[src/hw/ued_pkg.sv]
// Shared constants and types for the endpoint control block.
package ued_pkg;
   // Endpoint count and the bit where transmit fields start.
   localparam int NUM_EP = 3;
   localparam int TX_BASE = 16;
   localparam int ADDR_W = 12;

   // Register offsets.
   localparam logic [11:0] OFS_ROLE = 12'h1a8;
   localparam logic [11:0] OFS_ARM = 12'h1b0;
   localparam logic [11:0] OFS_FLUSH = 12'h1b4;
   localparam logic [11:0] OFS_READY = 12'h1b8;
   localparam logic [11:0] OFS_DONE = 12'h1bc;
   localparam logic [11:0] OFS_CTRL0 = 12'h1c0;
   localparam logic [11:0] OFS_CTRL_STEP = 12'h004;

   // Controller role codes and reset value.
   localparam logic [1:0] ROLE_IDLE = 2'h0;
   localparam logic [1:0] ROLE_DEVICE = 2'h2;
   localparam logic [1:0] ROLE_HOST = 2'h3;
   localparam logic [31:0] RESET_WORD = 32'h0000_0000;

   // Endpoint setup field positions.
   localparam int TX_EN = 23;
   localparam int TX_TR = 22;
   localparam int TX_TI = 21;
   localparam int TX_KIND = 18;
   localparam int TX_HALT = 16;
   localparam int RX_EN = 7;
   localparam int RX_TR = 6;
   localparam int RX_TI = 5;
   localparam int RX_KIND = 2;
   localparam int RX_HALT = 0;

   // Storable bits of the setup words and the fixed enables of zero.
   localparam logic [31:0] CTRL0_STORE = 32'h0001_0001;
   localparam logic [31:0] CTRLN_STORE = 32'h00af_00af;
   localparam logic [31:0] CTRL0_FIXED = 32'h0080_0080;

   // Endpoint kind codes.
   localparam logic [1:0] KIND_CTRL = 2'h0;
   localparam logic [1:0] KIND_ISO = 2'h1;
   localparam logic [1:0] KIND_BULK = 2'h2;
   localparam logic [1:0] KIND_INTR = 2'h3;

   // Timing counts in clock cycles.
   localparam int XFER_CYCLES = 8;
   localparam int ARM_DELAY_CYCLES = 4;
   localparam int ANSWER_LIMIT = 16;

   typedef enum logic [2:0] {
      TOK_OUT = 3'b001,
      TOK_IN = 3'b010,
      TOK_SETUP = 3'b100
   } ued_token_t;

   typedef enum logic [3:0] {
      HS_NONE = 4'b0001,
      HS_ACK = 4'b0010,
      HS_NAK = 4'b0100,
      HS_STALL = 4'b1000
   } ued_hs_t;

   // Mask of the endpoint bits in use in both halves.
   function automatic logic [31:0] ep_mask(input int n);
      logic [31:0] m;
      m = 32'h0000_0000;
      for (int i = 0; i < n; i++) begin
         m[i] = 1'b1;
         m[TX_BASE + i] = 1'b1;
      end
      return m;
   endfunction : ep_mask
endpackage : ued_pkg

[src/hw/ued_link_if.sv]
// Transaction link between the host end and the device end.
`timescale 1ns/1ps
interface ued_link_if;
   logic tok_valid;
   ued_pkg::ued_token_t tok_kind;
   logic [1:0] tok_ep;
   logic tok_pid;
   logic hs_valid;
   ued_pkg::ued_hs_t hs_code;
   logic hs_pid;

   modport device (
      input tok_valid,
      input tok_kind,
      input tok_ep,
      input tok_pid,
      output hs_valid,
      output hs_code,
      output hs_pid
   );

   modport host (
      output tok_valid,
      output tok_kind,
      output tok_ep,
      output tok_pid,
      input hs_valid,
      input hs_code,
      input hs_pid
   );
endinterface : ued_link_if

[src/hw/ued_device.sv]
// Device end: endpoint arm, flush, ready, done and setup registers.
//
// Function
// - Flush write discards primed endpoint buffers.
// - Packet in progress finishes before flushing.
// - Flush bits clear themselves when done.
// - Transmit bit 16+n, receive bit n.
// - Arm request sets buffer ready bit.
// - Ready appears cycles after arm, never same.
// - Bus reset, consumption, flush clear ready.
// - Retired buffer briefly drops ready bit.
// - IN sets transmit done; OUT/SETUP receive.
// - Done bit and interrupt pulse coincide.
// - Writing one clears done bit.
// - Endpoint zero fixed enabled control endpoint.
// - Zero halt stalls until cleared or SETUP.
// - SETUP sets or clears nonzero endpoint halt.
// - Toggle restart write resynchronises data PID.
// - Toggle ignore sends DATA0, accepts both.
// - Kind codes control, iso, bulk, interrupt.
// - Unused half should be set bulk.
// - Software writes data source bit zero.
// - Nonzero endpoints enabled by bits 23, 7.
// - Functions act only in device role; done and setup word writes act in any role.
// - Arm bit clears once priming succeeds.
// - Role field written once after reset.
`timescale 1ns/1ps
module ued_device #(
   parameter int NUM_EP = ued_pkg::NUM_EP,
   parameter int XFER = ued_pkg::XFER_CYCLES,
   parameter int ARM_DELAY = ued_pkg::ARM_DELAY_CYCLES
) (
   input wire logic clk,
   input wire logic rst,
   ued_link_if.device link,
   input wire logic [11:0] reg_addr,
   input wire logic [31:0] reg_wdata,
   input wire logic reg_wr,
   input wire logic reg_rd,
   output logic [31:0] reg_rdata,
   input wire logic usb_bus_reset,
   input wire logic [31:0] interrupt_on_finish_flag,
   output logic transfer_interrupt_status
);
   localparam logic [31:0] EP_MASK = ued_pkg::ep_mask(NUM_EP);

   if (NUM_EP < 1 || NUM_EP > 3 || XFER < 1 || XFER > 255 ||
       ARM_DELAY < 1 || ARM_DELAY > 255) begin : g_chk
      $error("device parameters out of range");
   end

   // Single-bit word at a given position.
   function automatic logic [31:0] one_hot(input logic [4:0] idx);
      logic [31:0] v;
      v = 32'h0000_0000;
      v[idx] = 1'b1;
      return v;
   endfunction : one_hot

   // Write strobe qualified by an offset.
   function automatic logic hit(input logic s, input logic [11:0] a,
                                input logic [11:0] o);
      return s && (a == o);
   endfunction : hit

   logic [1:0] role;
   logic role_locked;
   logic [31:0] arm;
   logic [31:0] flush;
   logic [31:0] ready;
   logic [31:0] done;
   logic [31:0] toggle;
   logic [31:0] ctrl [NUM_EP];
   logic [7:0] arm_cnt;
   logic busy;
   logic [7:0] xcnt;
   logic [4:0] cur_bit;
   logic cur_fin;
   logic cur_setup;
   logic cur_ign;
   logic cur_pid;
   ued_pkg::ued_hs_t cur_code;

   logic dev_mode;
   logic promote;
   logic fin_now;
   logic take;
   logic [31:0] in_prog;
   logic [31:0] can_flush;
   logic [31:0] wr_arm;
   logic [31:0] wr_flush;
   logic [31:0] wr_done;
   logic [31:0] fin_bit;

   logic tk_tx;
   logic tk_ok;
   logic [1:0] tk_ep;
   logic [4:0] tk_bit;
   logic tk_halt;
   logic tk_ign;
   logic tk_fin;
   ued_pkg::ued_hs_t tk_code;

   ////////////////////////////////////////////////////////////////////
   // device role gate.
   assign dev_mode = (role == ued_pkg::ROLE_DEVICE);
   assign take = dev_mode && link.tok_valid && !busy;
   assign fin_now = busy && (xcnt == 8'h00);
   assign fin_bit = (fin_now && cur_fin) ? one_hot(cur_bit) : '0;
   assign wr_arm = (dev_mode && hit(reg_wr, reg_addr, ued_pkg::OFS_ARM))
                   ? (reg_wdata & EP_MASK) : '0;
   assign wr_flush =
      (dev_mode && hit(reg_wr, reg_addr, ued_pkg::OFS_FLUSH))
      ? (reg_wdata & EP_MASK) : '0;
   assign wr_done = hit(reg_wr, reg_addr, ued_pkg::OFS_DONE)
                    ? (reg_wdata & EP_MASK) : '0;
   assign in_prog = (busy && cur_fin) ? one_hot(cur_bit) : '0;
   assign can_flush = flush & ~in_prog;
   assign promote = (arm != '0) && (arm_cnt == 8'(ARM_DELAY - 1));

   ////////////////////////////////////////////////////////////////////
   // write once role.
   always_ff @(posedge clk or posedge rst) begin
      if (rst) begin
         role <= ued_pkg::ROLE_IDLE;
         role_locked <= 1'b0;
      end else if (hit(reg_wr, reg_addr, ued_pkg::OFS_ROLE) &&
                   !role_locked) begin
         role <= reg_wdata[1:0];
         role_locked <= 1'b1;
      end
   end

   // Arm delay counter; it runs while any arm bit is set and restarts
   // on promotion, so link traffic has no effect on the latency.
   always_ff @(posedge clk or posedge rst) begin
      if (rst) begin
         arm_cnt <= 8'h00;
      end else if (arm == '0 || promote) begin
         arm_cnt <= 8'h00;
      end else begin
         arm_cnt <= arm_cnt + 8'h01;
      end
   end

   always_ff @(posedge clk or posedge rst) begin
      if (rst) begin
         arm <= ued_pkg::RESET_WORD;
      end else if (usb_bus_reset) begin
         arm <= ued_pkg::RESET_WORD;
      end else begin
         arm <= (arm & ~(promote ? arm : '0) & ~can_flush) | wr_arm;
      end
   end

   always_ff @(posedge clk or posedge rst) begin
      if (rst) begin
         flush <= ued_pkg::RESET_WORD;
      end else if (usb_bus_reset) begin
         flush <= ued_pkg::RESET_WORD;
      end else begin
         flush <= (flush & ~can_flush) | wr_flush;
      end
   end

   always_ff @(posedge clk or posedge rst) begin
      if (rst) begin
         ready <= ued_pkg::RESET_WORD;
      end else if (usb_bus_reset) begin
         ready <= ued_pkg::RESET_WORD;
      end else begin
         ready <= (ready & ~can_flush & ~fin_bit) |
                  (promote ? (arm & ~can_flush) : '0);
      end
   end

   always_ff @(posedge clk or posedge rst) begin
      if (rst) begin
         done <= ued_pkg::RESET_WORD;
         transfer_interrupt_status <= 1'b0;
      end else begin
         done <= (done & ~wr_done) | fin_bit;
         transfer_interrupt_status <=
            ((fin_bit & interrupt_on_finish_flag) != '0);
      end
   end

   ////////////////////////////////////////////////////////////////////
   // Token decode; enable, halt, readiness and toggle in that order.
   always_comb begin
      tk_tx = (link.tok_kind == ued_pkg::TOK_IN);
      tk_ok = (32'(link.tok_ep) < 32'(NUM_EP));
      tk_ep = tk_ok ? link.tok_ep : 2'h0;
      tk_bit = tk_tx ? 5'(ued_pkg::TX_BASE + 32'(tk_ep)) : {3'h0, tk_ep};
      tk_halt = ctrl[tk_ep][tk_tx ? ued_pkg::TX_HALT : ued_pkg::RX_HALT];
      tk_ign = ctrl[tk_ep][tk_tx ? ued_pkg::TX_TI : ued_pkg::RX_TI];
      tk_fin = 1'b0;
      tk_code = ued_pkg::HS_NONE;
      if (!tk_ok || (tk_ep != 2'h0 &&
          !ctrl[tk_ep][tk_tx ? ued_pkg::TX_EN : ued_pkg::RX_EN])) begin
         tk_code = ued_pkg::HS_NONE;
      end else if (link.tok_kind == ued_pkg::TOK_SETUP) begin
         tk_code = ued_pkg::HS_ACK;
         tk_fin = 1'b1;
      end else if (tk_halt) begin
         tk_code = ued_pkg::HS_STALL;
      end else if (!ready[tk_bit]) begin
         tk_code = ued_pkg::HS_NAK;
      end else begin
         tk_code = ued_pkg::HS_ACK;
         tk_fin = tk_tx || tk_ign || (link.tok_pid == toggle[tk_bit]);
      end
   end

   // Transaction timer; a taken token holds the endpoint for XFER
   // cycles, which is the span a flush must wait out.
   always_ff @(posedge clk or posedge rst) begin
      if (rst) begin
         busy <= 1'b0;
         xcnt <= 8'h00;
         cur_bit <= 5'h00;
         cur_fin <= 1'b0;
         cur_setup <= 1'b0;
         cur_ign <= 1'b0;
         cur_pid <= 1'b0;
         cur_code <= ued_pkg::HS_NONE;
         link.hs_valid <= 1'b0;
         link.hs_code <= ued_pkg::HS_NONE;
         link.hs_pid <= 1'b0;
      end else begin
         link.hs_valid <= fin_now;
         if (fin_now) begin
            link.hs_code <= cur_code;
            link.hs_pid <= cur_pid;
         end
         if (take) begin
            busy <= 1'b1;
            xcnt <= 8'(XFER - 1);
            cur_bit <= tk_bit;
            cur_fin <= tk_fin;
            cur_setup <= (link.tok_kind == ued_pkg::TOK_SETUP);
            cur_ign <= tk_ign;
            cur_pid <= tk_tx ? !tk_ign && toggle[tk_bit] : cur_pid;
            cur_code <= tk_code;
         end else if (fin_now) begin
            busy <= 1'b0;
         end else if (busy) begin
            xcnt <= xcnt - 8'h01;
         end
      end
   end

   ////////////////////////////////////////////////////////////////////
   // Data toggles; a finished SETUP leaves both halves expecting DATA1.
   always_ff @(posedge clk or posedge rst) begin
      if (rst) begin
         toggle <= ued_pkg::RESET_WORD;
      end else if (usb_bus_reset) begin
         toggle <= ued_pkg::RESET_WORD;
      end else begin
         for (int e = 0; e < NUM_EP; e++) begin
            if (e != 0 && hit(reg_wr, reg_addr, 12'(ued_pkg::OFS_CTRL0 +
                e * ued_pkg::OFS_CTRL_STEP))) begin
               if (reg_wdata[ued_pkg::TX_TR]) begin
                  toggle[ued_pkg::TX_BASE + e] <= 1'b0;
               end
               if (reg_wdata[ued_pkg::RX_TR]) begin
                  toggle[e] <= 1'b0;
               end
            end
         end
         if (fin_now && cur_fin && cur_setup) begin
            toggle[cur_bit] <= 1'b1;
            toggle[5'(ued_pkg::TX_BASE) + cur_bit] <= 1'b1;
         end else if (fin_now && cur_fin && !cur_ign) begin
            toggle[cur_bit] <= ~toggle[cur_bit];
         end
      end
   end

   // Setup words; a SETUP's halt update overrides a same-cycle write.
   always_ff @(posedge clk or posedge rst) begin
      if (rst) begin
         for (int e = 0; e < NUM_EP; e++) begin
            ctrl[e] <= ued_pkg::RESET_WORD;
         end
      end else begin
         for (int e = 0; e < NUM_EP; e++) begin
            if (hit(reg_wr, reg_addr, 12'(ued_pkg::OFS_CTRL0 +
                e * ued_pkg::OFS_CTRL_STEP))) begin
               ctrl[e] <= reg_wdata & ((e == 0) ? ued_pkg::CTRL0_STORE
                                                : ued_pkg::CTRLN_STORE);
            end
            if (take && link.tok_kind == ued_pkg::TOK_SETUP &&
                tk_code == ued_pkg::HS_ACK && 32'(tk_ep) == e) begin
               ctrl[e][ued_pkg::TX_HALT] <= (e != 0) &&
                  (ctrl[e][ued_pkg::TX_KIND +: 2] != ued_pkg::KIND_CTRL);
               ctrl[e][ued_pkg::RX_HALT] <= (e != 0) &&
                  (ctrl[e][ued_pkg::RX_KIND +: 2] != ued_pkg::KIND_CTRL);
            end
         end
      end
   end

   ////////////////////////////////////////////////////////////////////
   // reserved read zero.
   always_ff @(posedge clk or posedge rst) begin
      if (rst) begin
         reg_rdata <= ued_pkg::RESET_WORD;
      end else if (reg_rd) begin
         reg_rdata <= ued_pkg::RESET_WORD;
         if (reg_addr == ued_pkg::OFS_ROLE) begin
            reg_rdata <= {30'h0000_0000, role};
         end else if (reg_addr == ued_pkg::OFS_ARM) begin
            reg_rdata <= arm;
         end else if (reg_addr == ued_pkg::OFS_FLUSH) begin
            reg_rdata <= flush;
         end else if (reg_addr == ued_pkg::OFS_READY) begin
            reg_rdata <= ready;
         end else if (reg_addr == ued_pkg::OFS_DONE) begin
            reg_rdata <= done;
         end else begin
            for (int e = 0; e < NUM_EP; e++) begin
               if (reg_addr == 12'(ued_pkg::OFS_CTRL0 +
                   e * ued_pkg::OFS_CTRL_STEP)) begin
                  reg_rdata <= (e == 0) ? (ctrl[e] | ued_pkg::CTRL0_FIXED)
                                        : ctrl[e];
               end
            end
         end
      end
   end
endmodule : ued_device

[src/flat_wrapper.sv]
// flat-port wrapper written by rule: the top's interface ports become plain ports
module ued_device_flat 
#(
   parameter int NUM_EP = ued_pkg::NUM_EP,
   parameter int XFER = ued_pkg::XFER_CYCLES,
   parameter int ARM_DELAY = ued_pkg::ARM_DELAY_CYCLES
)
  (clk, rst, reg_addr, reg_wdata, reg_wr, reg_rd, reg_rdata, usb_bus_reset, interrupt_on_finish_flag, transfer_interrupt_status, link_tok_valid, link_tok_kind, link_tok_ep, link_tok_pid, link_hs_valid, link_hs_code, link_hs_pid);
  ued_link_if link_i ();
  input wire logic clk;
  input wire logic rst;
  input wire logic [11:0] reg_addr;
  input wire logic [31:0] reg_wdata;
  input wire logic reg_wr;
  input wire logic reg_rd;
  output logic [31:0] reg_rdata;
  input wire logic usb_bus_reset;
  input wire logic [31:0] interrupt_on_finish_flag;
  output logic transfer_interrupt_status;
  input wire logic [$bits(link_i.tok_valid)-1:0] link_tok_valid;
  input wire logic [$bits(link_i.tok_kind)-1:0] link_tok_kind;
  input wire logic [$bits(link_i.tok_ep)-1:0] link_tok_ep;
  input wire logic [$bits(link_i.tok_pid)-1:0] link_tok_pid;
  output wire logic [$bits(link_i.hs_valid)-1:0] link_hs_valid;
  output wire logic [$bits(link_i.hs_code)-1:0] link_hs_code;
  output wire logic [$bits(link_i.hs_pid)-1:0] link_hs_pid;
  assign link_i.tok_valid = link_tok_valid;
  assign link_i.tok_kind = link_tok_kind;
  assign link_i.tok_ep = link_tok_ep;
  assign link_i.tok_pid = link_tok_pid;
  assign link_hs_valid = link_i.hs_valid;
  assign link_hs_code = link_i.hs_code;
  assign link_hs_pid = link_i.hs_pid;
  ued_device #(.NUM_EP(NUM_EP), .XFER(XFER), .ARM_DELAY(ARM_DELAY)) u_core (.clk(clk), .rst(rst), .link(link_i), .reg_addr(reg_addr), .reg_wdata(reg_wdata), .reg_wr(reg_wr), .reg_rd(reg_rd), .reg_rdata(reg_rdata), .usb_bus_reset(usb_bus_reset), .interrupt_on_finish_flag(interrupt_on_finish_flag), .transfer_interrupt_status(transfer_interrupt_status));
endmodule
[config.mk]
export PLATFORM = sky130hd
export DESIGN_NAME = ued_device_flat
export DESIGN_NICKNAME = d
export VERILOG_FILES = /design/src/hw/ued_pkg.sv /design/src/hw/ued_link_if.sv /design/src/hw/ued_device.sv /design/src/flat_wrapper.sv
export SDC_FILE = /design/constraint.sdc
export NUM_CORES = 1
export LEC_CHECK = 0
export BUFFER_PORTS_ARGS = -buffer_cell sky130_fd_sc_hd__buf_4
export CORE_ASPECT_RATIO = 1.25
export CORE_MARGIN = 8
export CORE_UTILIZATION = 55
export CTS_CLUSTER_SIZE = 10
export DETAILED_ROUTE_END_ITERATION = 8
export HOLD_SLACK_MARGIN = 0.15
export PLACE_DENSITY = 0.84
export SLEW_MARGIN = 15
export SYNTH_ARGS = -nofsm -noshare
export SYNTH_HDL_FRONTEND = slang
export SYNTH_SLANG_ARGS = --single-unit
[constraint.sdc]
create_clock -name clk -period 16.5 [get_ports clk]
set_input_delay 1.65 -clock clk [delete_from_list [all_inputs] [get_ports clk]]
set_output_delay 1.65 -clock clk [all_outputs]
set_load 0.03 [all_outputs]
==> flow_summary.json <==
{
  "share_comb_of_total_power": 0.054,
  "synth-edff-count": 0,
  "synth_area_per_cell_sq_um": 10.90,
  "netlist_area_sq_um": 8735,
  "wl_mm": 22.70,
  "fin_setup_tns_ns": 0,
  "antenna_found_initial": 0,
  "grt.total_usage": 0.2294,
  "synthArstFlopShare": 1.000,
  "finalClockSkew_ns": 0.01066,
  "start_util": 0.5610,
  "crit_buf_inv": 1,
  "switchingPower_mw": 0.2045,
  "drt_iter0_drc": 747,
  "htree_levels": 4,
  "setup-violations-final": 0,
  "swShare": 0.2334,
  "status": "finished clean",
  "num_antenna_cells": 0,
  "ys_ff_latch": 184,
  "fin_crit_sh": 0.2552,
  "drive_above_1_share": 0.2016,
  "synthTopCellsByArea": "dfrtp_1, a22oi_1, mux2_2",
  "fmax_ghz": 0.2375,
  "synth_commonest_cells": "dfrtp_1, nor2_1, a21oi_1, nand2_1, a22oi_1",
  "dieArea_sq_um": 20190,
  "reg2reg_from": "u_core.arm_cnt[5]",
  "post_cts_buffers": 0,
  "area_growth_syn_to_layout_pct": 14.88,
  "die_w_microns": 128.7,
  "hpwl_mm": 15.68,
  "multi_input_area_sq_um": 3841,
  "grt_pass1_wl_mm": 35.85,
  "critical_path.most_common_cell": "nand3_1",
  "ys.flop_type": "dfrtp_1",
  "synth_top_area_share": 0.5214,
  "hold_viol_final": 0,
  "first_global_vias": 6850,
  "cp.arrival_ns": 4.52,
  "cts_tree": "built",
  "regArea_sq_um": 4607,
  "synth_seq_area_share": 0.5274,
  "cts_buffers": 17,
  "min_path_type": "flop to flop",
  "worst_setup_path_end_kind": "flop",
  "ff2ff_setup_slack_ns": 13.64,
  "rsz0062_at_grt": "no",
  "firstDrtPassIters": 7,
  "intPower_mw": 0.6719,
  "endpoint": "u_core.toggle[17]",
  "crit_type": "input port to flop",
  "crit_required_ns": 16.81,
  "die_y_microns": 156.9,
  "routed-via-count": 6942,
  "finalNetCount": 961,
  "pre_cts_slack_ns": 11.93,
  "worstReg2RegEnd": "u_core.arm[18]",
  "cp_slowest_cell": "nor2_1",
  "grt_max_degree": 104,
  "pin_count": 127,
  "post_cts_resized": 0,
  "yosys.area.top_type": "dfrtp_1",
  "netlist_instances": 801,
  "n_fill_cell": 1232,
  "max-slew-margin-rel": 0.3040,
  "slowest_delay_ns": 0.83,
  "worst_slack_ns": 12.29,
  "syn_nets": 896,
  "hold_buffers": 0,
  "synth_most_common_cell": "dfrtp_1",
  "wl_per_cell_microns": 20.83,
  "drc": 0,
  "path_clk_slew_ns": 0.06,
  "p_leak_nw": 4.666,
  "clkPwrFrac": 0.428,
  "coreArea_sq_um": 15570,
  "synth_cell_types": 72,
  "clk_path_buf_depth": 2,
  "max_cap_violations": 0,
  "pwr-share-seq": 0.518,
  "crit_start": "reg_addr[10]",
  "critPathMaxFanout": 13,
  "yosys_warnings": 0,
  "p_per_area_nw_per_um2": 87.34,
  "peakVddDrop_mv": 0.06787,
  "core.rowCount": 51,
  "drv_slew": 0,
  "reg2reg_depth": 7,
  "cp.depth": 6,
  "avgViaCountPerCell": 6.369,
  "overflow": 0,
  "cts_sinks": 184,
  "clock_latency_ns": 0.44,
  "globalplace.congestion": 0.9132,
  "tightest_slew_ns": 1.036,
  "io_buffers": 84,
  "crit_chain": "buf_4 -> nand4bb_1 -> nor2_1 -> nand3_1 -> o221ai_1 -> nand3_1",
  "root_buffer": "clkbuf_16",
  "crit_family": "simple AND/OR/NAND/NOR gates",
  "min_period_ns": 4.211,
  "critPathLaunchType": "input port",
  "drtAntennaViolNets": 0
}
[how the worst min path moves through the flow]
stage,end,slack (ns),start,depth (start not counted)
2_1_floorplan,u_core.done[19],0.44,u_core.done[19],1
3_3_place_gp,u_core.role_locked,0.45,u_core.role_locked,1
3_5_place_dp,u_core.done[3],0.46,u_core.done[3],1
4_1_cts,u_core.role_locked,0.47,u_core.role_locked,1
5_1_grt,u_core.reg_rdata[6],0.51,u_core.reg_rdata[6],1
6_report,u_core.role_locked,0.47,u_core.role_locked,1
[per-layer routing]
metal,GRT usage,wire [microns],up-vias
met2,0.3804,11300,336
met3,0.05315,1743,52
li1,-,-,3103
met5,0,0,-
met1,0.2772,8932,3451
met4,0.1082,728,0
[power groups by stage]
| stage | clock, mW | combinational [mW] | sequential [mW] |
|---|---|---|---|
| floorplan | 0 | 0.0243 | 0.464 |
| global placement | 0 | 0.0467 | 0.462 |
| detailed placement | 0 | 0.0472 | 0.462 |
| CTS | 0.376 | 0.0473 | 0.454 |
| global route | 0.397 | 0.0516 | 0.454 |
| finish | 0.375 | 0.0471 | 0.454 |
[stage by stage]
step	hold WS, ns	cell area (sq um)	total power [mW]	util	cells
finish	0.4742	10030	0.8764	0.6445	1090
global route	0.5054	10030	0.9027	0.6445	1090
CTS	0.4723	10030	0.8775	0.6445	1090
detailed placement	0.4568	9492	0.5095	0.6096	1059
global placement	0.4537	9492	0.5090	0.6096	1059
floorplan	0.4354	8735	0.4883	-	801
[logic make-up after synthesis]
| family | Yosys count | share of synthesized area |
|---|---|---|
| flip-flops | 184 | 0.5274 |
| adder cells (fa/ha/maj) | 7 | 0.01003 |
| XOR/XNOR | 10 | 0.01003 |
| AND/OR/NAND/NOR | 267 | 0.1660 |
| multiplexers | 53 | 0.07535 |
| AO/OA/AOI/OAI | 212 | 0.1766 |
| buffers and inverters | 68 | 0.03452 |
[state kept, by name, indices dropped and copies added (netlist names), 2 cells and up]
| register | flops |
|---|---|
| u_core.role | 2 |
| u_core.flush | 8 |
| u_core.toggle | 8 |
| u_core.arm_cnt | 8 |
| u_core.arm | 32 |
| u_core.cur_code | 4 |
| u_core.xcnt | 8 |
| u_core.done | 8 |
| u_core.ready | 32 |
| u_core.reg_rdata | 32 |
| u_core.cur_bit | 3 |
| u_core.ctrl | 26 |
| u_core.link.hs_code | 4 |
[placed cells by master, fill, tap and decap left out, types with 4 or more instances in the layout]
master	n
dfrtp_1	182
buf_4	92
nor2_1	68
nand2_1	47
a21oi_1	47
a22oi_1	42
and2_1	25
o2bb2ai_1	25
mux2_2	24
a22o_1	23
nand3_1	21
inv_1	20
o21ai_0	18
mux2i_1	17
clkbuf_16	17
and3_1	16
nor4_1	13
nor2b_1	12
nor3_1	11
nand2b_1	11
o22ai_1	9
xor2_1	8
mux2_4	7
a21o_1	7
ha_1	7
a32o_1	6
mux4_2	5
or4_1	5
or3b_2	4
a31oi_1	4
a222oi_1	4
[layout make-up]
| class | count | share of cell area |
|---|---|---|
| Sequential cell | 184 | 0.4591 |
| Multi-Input combinational cell | 549 | 0.3828 |
| Timing Repair Buffer | 92 | 0.06883 |
| Clock buffer | 21 | 0.04688 |
| Tap cell | 212 | 0.02643 |
| Inverter | 22 | 0.008728 |
| Clock inverter | 10 | 0.007232 |
Note: power is estimated with default switching activity, not from simulation.
